**src/rdc_ctrl_cfg.svh**
```systemverilog
// register offsets, field positions, masks and reset values of the converter control registers
`ifndef RDC_CTRL_CFG_SVH
`define RDC_CTRL_CFG_SVH
// ------------------------------------------------------------
// offsets
// ------------------------------------------------------------
`define STOP_CTRL_OFFSET 12'h000
`define GAIN_SEL0_OFFSET 12'h004
// ------------------------------------------------------------
// stop register fields
// ------------------------------------------------------------
`define STOP_RESET 32'h00000001
`define STOP_WMASK 32'h00001101
`define AMP_UNITY_BIT 12
`define MONITOR_EN_BIT 8
`define ANALOG_STOP_BIT 0
// ------------------------------------------------------------
// gain select 0 fields
// ------------------------------------------------------------
`define GAIN0_RESET 32'h00020010
`define GAIN0_WMASK 32'hF777FF17
`define VEL_METHOD_HI 31
`define VEL_METHOD_LO 30
`define DEV_WEIGHT_HI 29
`define DEV_WEIGHT_LO 28
`define PROP_QUAD_BIT 26
`define PROP_SEL_HI 25
`define PROP_SEL_LO 24
`define INT_SEL_HI 22
`define INT_SEL_LO 20
`define VAR_CLK_HI 18
`define VAR_CLK_LO 16
`define LOW_VGAIN_HI 15
`define LOW_VGAIN_LO 12
`define HIGH_VGAIN_HI 11
`define HIGH_VGAIN_LO 8
`define BW_SEL_BIT 4
`define LOOP_PRESET_HI 2
`define LOOP_PRESET_LO 0
`endif

```
**src/rdc_ctrl_pkg.sv**
```systemverilog
// types shared by the converter control register block
package rdc_ctrl_pkg;
  typedef enum logic [1:0] {
    VG_AGC12,
    VG_AGC7,
    VG_AGC2,
    VG_FIXED
  } vel_method_e;
  typedef enum logic [1:0] {
    DW_X1,
    DW_X3,
    DW_X5,
    DW_X7
  } dev_weight_e;
  typedef enum logic [1:0] {
    KP_X1,
    KP_X0P25,
    KP_X0P5,
    KP_X2
  } prop_sel_e;
endpackage

```
**src/resolver_converter_ctrl_regs.sv**
```systemverilog
// apb register bank for the resolver converter stop and gain select controls
//
// Design decision made here: the APB interface to the registers.
`timescale 1ns/1ns
`include "rdc_ctrl_cfg.svh"

// Overview of operation
// - registers accept 8, 16 and 32 bit accesses; bits placed as 32-bit word
// - reserved bits read back their reset value; software writes reset value
// - stop register resets to 0x00000001, analog section starts stopped
// - stop bit 12 forces the input amplifier to unity gain
// - stop bit 8 drives sine and cosine monitor pins when set and stop bit 0 is clear
// - stop bit 0 disables 5 V circuits and floats converter pins
// - gain select register 0 resets to 0x00020010
// - bits 31:30 select velocity gain method: 12-level, 7-level, 2-level, fixed
// - bits 29:28 weight error deviation by x1, x3, x5 or x7
// - bit 26 quadruples proportional gain when set
// - bits 25:24 select proportional gain x1, x0.25, x0.5, x2
// - bits 22:20 select integral gain x1 through x16
// - bit 4 selects loop gain preset in bits 2:0 over individual fields
module resolver_converter_ctrl_regs
  import rdc_ctrl_pkg::*;
(
  // apb clock and reset
  input wire logic pclk,
  input wire logic presetn,
  // apb slave
  input wire logic psel,
  input wire logic penable,
  input wire logic pwrite,
  input wire logic [11:0] paddr,
  input wire logic [31:0] pwdata,
  input wire logic [3:0] pstrb,
  output logic [31:0] prdata,
  output logic pready,
  output logic pslverr,
  // analog front end controls
  output logic amp_unity_gain,
  output logic monitor_pin_enable,
  output logic analog_stop,
  // tracking loop controls
  output vel_method_e velocity_gain_method,
  output dev_weight_e deviation_weight,
  output logic prop_gain_quadruple,
  output prop_sel_e prop_gain_select,
  output logic [2:0] integral_gain_select,
  output logic [2:0] var_clock_select,
  output logic [3:0] low_velocity_gain,
  output logic [3:0] high_velocity_gain,
  output logic bandwidth_setting_select,
  output logic [2:0] loop_gain_preset,
  output logic loop_use_preset
);

  // ------------------------------------------------------------
  // decode
  // ------------------------------------------------------------
  localparam logic [31:0] STOP_INIT = `STOP_RESET;
  localparam logic [31:0] GAIN0_INIT = `GAIN0_RESET;

  logic setup;
  logic wr_en;
  logic hit_stop;
  logic hit_gain0;
  logic [3:0] stop_lane_we;
  logic [3:0] gain0_lane_we;
  logic [31:0] stop_word;
  logic [31:0] gain0_word;
  logic [31:0] rd_d;

  // stop register fields
  logic amp_unity_q;
  logic monitor_en_q;
  logic analog_stop_q;

  // gain select 0 fields
  logic [1:0] vel_method_q;
  logic [1:0] dev_weight_q;
  logic prop_quad_q;
  logic [1:0] prop_sel_q;
  logic [2:0] int_sel_q;
  logic [2:0] var_clk_q;
  logic [3:0] low_vgain_q;
  logic [3:0] high_vgain_q;
  logic bw_sel_q;
  logic [2:0] loop_preset_q;

  // one-cycle setup decode; the access phase then completes with no wait state
  assign setup = psel & ~penable;
  assign hit_stop = (paddr == `STOP_CTRL_OFFSET);
  assign hit_gain0 = (paddr == `GAIN_SEL0_OFFSET);
  // a write lands only in an access phase that this block answered, never on a stray penable
  assign wr_en = psel & penable & pwrite & pready;

  // each field sits inside one byte lane, so a single strobe bit gates it
  assign stop_lane_we = {4{wr_en & hit_stop}} & pstrb;
  assign gain0_lane_we = {4{wr_en & hit_gain0}} & pstrb;

  // ------------------------------------------------------------
  // stop register fields
  // ------------------------------------------------------------
  // only writable bits own a flop; reserved bits are tied off in the read word
  always_ff @(posedge pclk or negedge presetn) begin
    if (!presetn) begin
      amp_unity_q <= STOP_INIT[`AMP_UNITY_BIT];
    end else if (stop_lane_we[`AMP_UNITY_BIT / 8]) begin
      amp_unity_q <= pwdata[`AMP_UNITY_BIT];
    end
  end

  always_ff @(posedge pclk or negedge presetn) begin
    if (!presetn) begin
      monitor_en_q <= STOP_INIT[`MONITOR_EN_BIT];
    end else if (stop_lane_we[`MONITOR_EN_BIT / 8]) begin
      monitor_en_q <= pwdata[`MONITOR_EN_BIT];
    end
  end

  always_ff @(posedge pclk or negedge presetn) begin
    if (!presetn) begin
      analog_stop_q <= STOP_INIT[`ANALOG_STOP_BIT];
    end else if (stop_lane_we[`ANALOG_STOP_BIT / 8]) begin
      analog_stop_q <= pwdata[`ANALOG_STOP_BIT];
    end
  end

  // ------------------------------------------------------------
  // gain select 0 fields
  // ------------------------------------------------------------
  // a narrow write moves only the fields of its lanes, the others hold
  always_ff @(posedge pclk or negedge presetn) begin
    if (!presetn) begin
      vel_method_q <= GAIN0_INIT[`VEL_METHOD_HI:`VEL_METHOD_LO];
    end else if (gain0_lane_we[`VEL_METHOD_LO / 8]) begin
      vel_method_q <= pwdata[`VEL_METHOD_HI:`VEL_METHOD_LO];
    end
  end

  always_ff @(posedge pclk or negedge presetn) begin
    if (!presetn) begin
      dev_weight_q <= GAIN0_INIT[`DEV_WEIGHT_HI:`DEV_WEIGHT_LO];
    end else if (gain0_lane_we[`DEV_WEIGHT_LO / 8]) begin
      dev_weight_q <= pwdata[`DEV_WEIGHT_HI:`DEV_WEIGHT_LO];
    end
  end

  always_ff @(posedge pclk or negedge presetn) begin
    if (!presetn) begin
      prop_quad_q <= GAIN0_INIT[`PROP_QUAD_BIT];
    end else if (gain0_lane_we[`PROP_QUAD_BIT / 8]) begin
      prop_quad_q <= pwdata[`PROP_QUAD_BIT];
    end
  end

  always_ff @(posedge pclk or negedge presetn) begin
    if (!presetn) begin
      prop_sel_q <= GAIN0_INIT[`PROP_SEL_HI:`PROP_SEL_LO];
    end else if (gain0_lane_we[`PROP_SEL_LO / 8]) begin
      prop_sel_q <= pwdata[`PROP_SEL_HI:`PROP_SEL_LO];
    end
  end

  always_ff @(posedge pclk or negedge presetn) begin
    if (!presetn) begin
      int_sel_q <= GAIN0_INIT[`INT_SEL_HI:`INT_SEL_LO];
    end else if (gain0_lane_we[`INT_SEL_LO / 8]) begin
      int_sel_q <= pwdata[`INT_SEL_HI:`INT_SEL_LO];
    end
  end

  always_ff @(posedge pclk or negedge presetn) begin
    if (!presetn) begin
      var_clk_q <= GAIN0_INIT[`VAR_CLK_HI:`VAR_CLK_LO];
    end else if (gain0_lane_we[`VAR_CLK_LO / 8]) begin
      var_clk_q <= pwdata[`VAR_CLK_HI:`VAR_CLK_LO];
    end
  end

  always_ff @(posedge pclk or negedge presetn) begin
    if (!presetn) begin
      low_vgain_q <= GAIN0_INIT[`LOW_VGAIN_HI:`LOW_VGAIN_LO];
    end else if (gain0_lane_we[`LOW_VGAIN_LO / 8]) begin
      low_vgain_q <= pwdata[`LOW_VGAIN_HI:`LOW_VGAIN_LO];
    end
  end

  always_ff @(posedge pclk or negedge presetn) begin
    if (!presetn) begin
      high_vgain_q <= GAIN0_INIT[`HIGH_VGAIN_HI:`HIGH_VGAIN_LO];
    end else if (gain0_lane_we[`HIGH_VGAIN_LO / 8]) begin
      high_vgain_q <= pwdata[`HIGH_VGAIN_HI:`HIGH_VGAIN_LO];
    end
  end

  always_ff @(posedge pclk or negedge presetn) begin
    if (!presetn) begin
      bw_sel_q <= GAIN0_INIT[`BW_SEL_BIT];
    end else if (gain0_lane_we[`BW_SEL_BIT / 8]) begin
      bw_sel_q <= pwdata[`BW_SEL_BIT];
    end
  end

  always_ff @(posedge pclk or negedge presetn) begin
    if (!presetn) begin
      loop_preset_q <= GAIN0_INIT[`LOOP_PRESET_HI:`LOOP_PRESET_LO];
    end else if (gain0_lane_we[`LOOP_PRESET_LO / 8]) begin
      loop_preset_q <= pwdata[`LOOP_PRESET_HI:`LOOP_PRESET_LO];
    end
  end

  // ------------------------------------------------------------
  // read words
  // ------------------------------------------------------------
  // reserved and read-only bits come from the reset constant, so no write can move them
  always_comb begin
    stop_word = STOP_INIT & ~`STOP_WMASK;
    stop_word[`AMP_UNITY_BIT] = amp_unity_q;
    stop_word[`MONITOR_EN_BIT] = monitor_en_q;
    stop_word[`ANALOG_STOP_BIT] = analog_stop_q;
  end

  always_comb begin
    gain0_word = GAIN0_INIT & ~`GAIN0_WMASK;
    gain0_word[`VEL_METHOD_HI:`VEL_METHOD_LO] = vel_method_q;
    gain0_word[`DEV_WEIGHT_HI:`DEV_WEIGHT_LO] = dev_weight_q;
    gain0_word[`PROP_QUAD_BIT] = prop_quad_q;
    gain0_word[`PROP_SEL_HI:`PROP_SEL_LO] = prop_sel_q;
    gain0_word[`INT_SEL_HI:`INT_SEL_LO] = int_sel_q;
    gain0_word[`VAR_CLK_HI:`VAR_CLK_LO] = var_clk_q;
    gain0_word[`LOW_VGAIN_HI:`LOW_VGAIN_LO] = low_vgain_q;
    gain0_word[`HIGH_VGAIN_HI:`HIGH_VGAIN_LO] = high_vgain_q;
    gain0_word[`BW_SEL_BIT] = bw_sel_q;
    gain0_word[`LOOP_PRESET_HI:`LOOP_PRESET_LO] = loop_preset_q;
  end

  // ------------------------------------------------------------
  // apb answer
  // ------------------------------------------------------------
  always_comb begin
    rd_d = 32'h00000000;
    if (hit_stop) begin
      rd_d = stop_word;
    end else if (hit_gain0) begin
      rd_d = gain0_word;
    end
  end

  // read data and response are registered in the setup cycle so they stand in the access cycle
  always_ff @(posedge pclk or negedge presetn) begin
    if (!presetn) begin
      pready <= 1'b0;
    end else begin
      pready <= setup;
    end
  end

  always_ff @(posedge pclk or negedge presetn) begin
    if (!presetn) begin
      pslverr <= 1'b0;
    end else begin
      pslverr <= setup & ~(hit_stop | hit_gain0);
    end
  end

  // the bus reads zero outside the access cycle, so no stale word lingers on it
  always_ff @(posedge pclk or negedge presetn) begin
    if (!presetn) begin
      prdata <= 32'h00000000;
    end else begin
      prdata <= (setup && !pwrite) ? rd_d : 32'h00000000;
    end
  end

  // ------------------------------------------------------------
  // control outputs
  // ------------------------------------------------------------
  // outputs follow the fields one cycle later, the cost of driving them from flops
  always_ff @(posedge pclk or negedge presetn) begin
    if (!presetn) begin
      amp_unity_gain <= 1'b0;
    end else begin
      amp_unity_gain <= amp_unity_q;
    end
  end

  // a stopped converter floats its pins, so the monitor drive is held off
  always_ff @(posedge pclk or negedge presetn) begin
    if (!presetn) begin
      monitor_pin_enable <= 1'b0;
    end else begin
      monitor_pin_enable <= monitor_en_q & ~analog_stop_q;
    end
  end

  always_ff @(posedge pclk or negedge presetn) begin
    if (!presetn) begin
      analog_stop <= 1'b1;
    end else begin
      analog_stop <= analog_stop_q;
    end
  end

  always_ff @(posedge pclk or negedge presetn) begin
    if (!presetn) begin
      velocity_gain_method <= VG_AGC12;
      deviation_weight <= DW_X1;
    end else begin
      velocity_gain_method <= vel_method_e'(vel_method_q);
      deviation_weight <= dev_weight_e'(dev_weight_q);
    end
  end

  always_ff @(posedge pclk or negedge presetn) begin
    if (!presetn) begin
      prop_gain_quadruple <= 1'b0;
      prop_gain_select <= KP_X1;
      integral_gain_select <= 3'h0;
    end else begin
      prop_gain_quadruple <= prop_quad_q;
      prop_gain_select <= prop_sel_e'(prop_sel_q);
      integral_gain_select <= int_sel_q;
    end
  end

  always_ff @(posedge pclk or negedge presetn) begin
    if (!presetn) begin
      var_clock_select <= 3'h2;
      low_velocity_gain <= 4'h0;
      high_velocity_gain <= 4'h0;
    end else begin
      var_clock_select <= var_clk_q;
      low_velocity_gain <= low_vgain_q;
      high_velocity_gain <= high_vgain_q;
    end
  end

  always_ff @(posedge pclk or negedge presetn) begin
    if (!presetn) begin
      bandwidth_setting_select <= 1'b1;
      loop_gain_preset <= 3'h0;
      loop_use_preset <= 1'b1;
    end else begin
      bandwidth_setting_select <= bw_sel_q;
      loop_gain_preset <= loop_preset_q;
      // no overflow guard: forbidden gain mixes are left to software
      loop_use_preset <= bw_sel_q;
    end
  end

endmodule

```
**config.mk**
```make
export PLATFORM = sky130hd
export DESIGN_NAME = resolver_converter_ctrl_regs
export DESIGN_NICKNAME = d
export VERILOG_FILES = /design/src/rdc_ctrl_pkg.sv /design/src/resolver_converter_ctrl_regs.sv
export VERILOG_INCLUDE_DIRS = /design/src
export SDC_FILE = /design/constraint.sdc
export NUM_CORES = 1
export LEC_CHECK = 0
export ABC_AREA = 1
export BUFFER_PORTS_ARGS = -buffer_cell sky130_fd_sc_hd__buf_2
export CAP_MARGIN = 30
export CELL_PAD_IN_SITES_DETAIL_PLACEMENT = 0
export CELL_PAD_IN_SITES_GLOBAL_PLACEMENT = 1
export CORE_ASPECT_RATIO = 1.5
export CORE_MARGIN = 2
export CORE_UTILIZATION = 41
export CTS_BUF_LIST = sky130_fd_sc_hd__clkbuf_8
export CTS_CLUSTER_DIAMETER = 60
export DETAILED_ROUTE_END_ITERATION = 10
export HOLD_SLACK_MARGIN = 0.1
export PLACE_DENSITY = 0.94
export SLEW_MARGIN = 30
export SYNTH_ARGS = -nofsm -noshare
export SYNTH_HDL_FRONTEND = slang
export SYNTH_SLANG_ARGS = --single-unit
```
**constraint.sdc**
```tcl
create_clock -name pclk -period 2.25 [get_ports pclk]
set_input_delay 0.45 -clock pclk [delete_from_list [all_inputs] [get_ports pclk]]
set_output_delay 0.45 -clock pclk [all_outputs]
set_load 0.03 [all_outputs]
```
==> reports/results.tsv <==
metric	value	unit
ys_seq_area_share	66.7	%
critical_path_buf_inv_count	1	
wl	6.72	mm
critical_path_class	flop to output pin	
ys_top_cells_by_area	dfrtp_1 62%, nand2_1 11%, nand4_1 5.8%, dfstp_2 5.0%, buf_4 2.9%	
vias_per_cell	4.67	
slew_viol_final	0	
cts_buffers	9	
io_buffer_count	101	
drt_iter0_drc	172	
track_usage	17.6	%
num_rows	39	
route.detailed.drc	0	
synth_cell_type_count	20	
synth_cells	286	
p_per_area	639	nW/um^2
grt_pass1_vias	2262	
vias	2304	
fin_nets	443	
setup_tns	0	ns
clockBufferDepth	2	
dieArea	8350	um^2
syn_to_final_growth	22.6	%
critPathMaxStageDelay	0.53	ns
hold_viol	0	
setup_viol	0	
grt_pass1_wl	10.8	mm
clk_pin_slew	0.07	ns
layout-drive-gt1-share	38.6	%
die_w	75.3	um
finalCritPeriodShare	66.8	%
htree_levels	3	
cp-end-kind	output pin	
overflow	0	
cp-start-kind	flop	
regArea	2080	um^2
slowest_stage	dfstp_2	
synth_top_area_share	61.7	%
design_area	3830	um^2
grt_max_degree	84	
postCtsHoldBufs	0	
drv_cap	0	
placed_cell_area	3690	um^2
ys_warn_count	0	
ir_drop	0.256	mV
multi_input_area	858	um^2
fmax	665	MHz
r2r_cells	5	
outcome	finished clean	
clock_latency	0.34	ns
finClkSkew	0.00988	ns
diodes	0	
post-cts-setup-buffers	0	
cp_top_family	flip-flops	
drt_pass1_iterations	4	
die_y	111	um
rsz0062_at_grt	no	
cp_num_cells	1	
antenna_left	0	
final_core_util	51.0	%
fill_cells	724	
grt_antenna_before_repair	0	
cp_cell_sequence	buf_2	
synth_largest_area_cell	dfrtp_1	
netlist_area	3120	um^2
critical_path_required	1.80	ns
gp_congestion	0.824	
avgSynthCellArea	10.9	um^2
design.core.area	7510	um^2
cts_tree	yes	
path_max_fanout	2	
period_minus_slack	1.50	ns
post_cts_resized	0	
clock-sinks	83	
start_util	41.6	%
io_pins	116	
dp_hpwl	4.70	mm
post_drt_wl_per_cell	13.6	um
p_leak	2.14	nW
clockRootBuffer	clkbuf_8	
arrival	1.05	ns
hp-class	input pin to asynchronous set/reset pin	
synth.ff_latch_count	83	
-- worst paths after layout --
kind | startpoint | endpoint | slack (ns)
max reg2reg | pready$_DFF_PN0_ | low_vgain_q[3]$_DFFE_PN0P_ | 0.76
max in group asynchronous | presetn | prdata[21]$_DFF_PN0_ | 1.79
min reg2reg | var_clk_q[1]$_DFFE_PN1P_ | var_clock_select[1]$_DFF_PN1_ | 0.38
max | bandwidth_setting_select$_DFF_PN1_ | bandwidth_setting_select | 0.75
min in group pclk | pwdata[8] | monitor_en_q$_DFFE_PN0P_ | 0.32
min | presetn | var_clock_select[2]$_DFF_PN0_ | 0.11
-- logic make-up (layout without fill, tap and decap cells) --
logic type             Yosys count  after routing  share of synthesized area [%]
buffers and inverters           31            130                           6.49
flip-flops                      83             83                           66.7
other                            1              7                          0.120
AND/OR/NAND/NOR                168            168                           26.2
AO/OA/AOI/OAI                    3              3                          0.481
-- report_power, final --
| part | internal [mW] | switching [mW] | leakage (nW) |
|---|---|---|---|
| Combinational | 0.0428 | 0.0943 | 0.927 |
| Sequential | 1.49 | 0.000827 | 1.14 |
| Clock | 0.366 | 0.449 | 0.0793 |
-- metal layers --
layer	share of wire, %	track usage, %	vias to the layer above
li1	-	-	1106
met1	37	19.5	1107
met2	56	30.6	77
met3	4.2	4.27	14
met4	2.6	8.07	0
met5	0	0	-
-- Yosys cell counts (all sizes together) --
cell type	number
or2	1
dfstp	6
a21oi	3
nand3	5
nor2	36
nand2	94
clkbuf	1
buf	20
inv	10
and2	1
conb	1
nand4	31
dfrtp	77
-- stage by stage --
stage	power [mW]	worst slack, ns	instances	hold slack (ns)
finish	2.45	0.746	493	0.106
global route	2.55	0.587	493	0.146
CTS	2.48	0.720	493	0.128
detailed placement	1.66	0.381	481	0.368
global placement	1.66	0.374	481	0.367
floorplan	1.58	0.884	292	0.154
-- final cells by class --
cell class / count / share of cell area [%]
clock inverters: 3 / 0.327
well taps: 102 / 3.33
multi-input cells: 178 / 22.4
flip-flops and latches: 83 / 54.4
clock buffers: 9 / 3.23
repair buffers: 108 / 15.3
inverters: 10 / 0.980
-- flip-flops by register name, summed over array words and instances (netlist names), 2 cells and up --
name	flops
var_clk_q	3
loop_gain_preset	3
loop_preset_q	3
high_vgain_q	4
integral_gain_select	3
high_velocity_gain	4
vel_method_q	2
low_velocity_gain	4
dev_weight_q	2
prop_gain_select	2
velocity_gain_method	2
var_clock_select	3
prop_sel_q	2
prdata	25
deviation_weight	2
low_vgain_q	4
int_sel_q	3
-- layout by cell type (no fill, tap or decap), types with 5 or more instances in the layout --
| master | count |
|---|---|
| buf_2 | 100 |
| nand2_1 | 89 |
| dfrtp_1 | 77 |
| nand4_1 | 29 |
| nor2_1 | 17 |
| nor2_2 | 14 |
| inv_1 | 11 |
| clkbuf_8 | 9 |
| conb_1 | 7 |
| dfstp_2 | 6 |
| buf_4 | 6 |
| nand2_2 | 5 |
| nor2_4 | 5 |
| nand3_1 | 5 |
No activity file was read; power rests on OpenSTA's default activity.
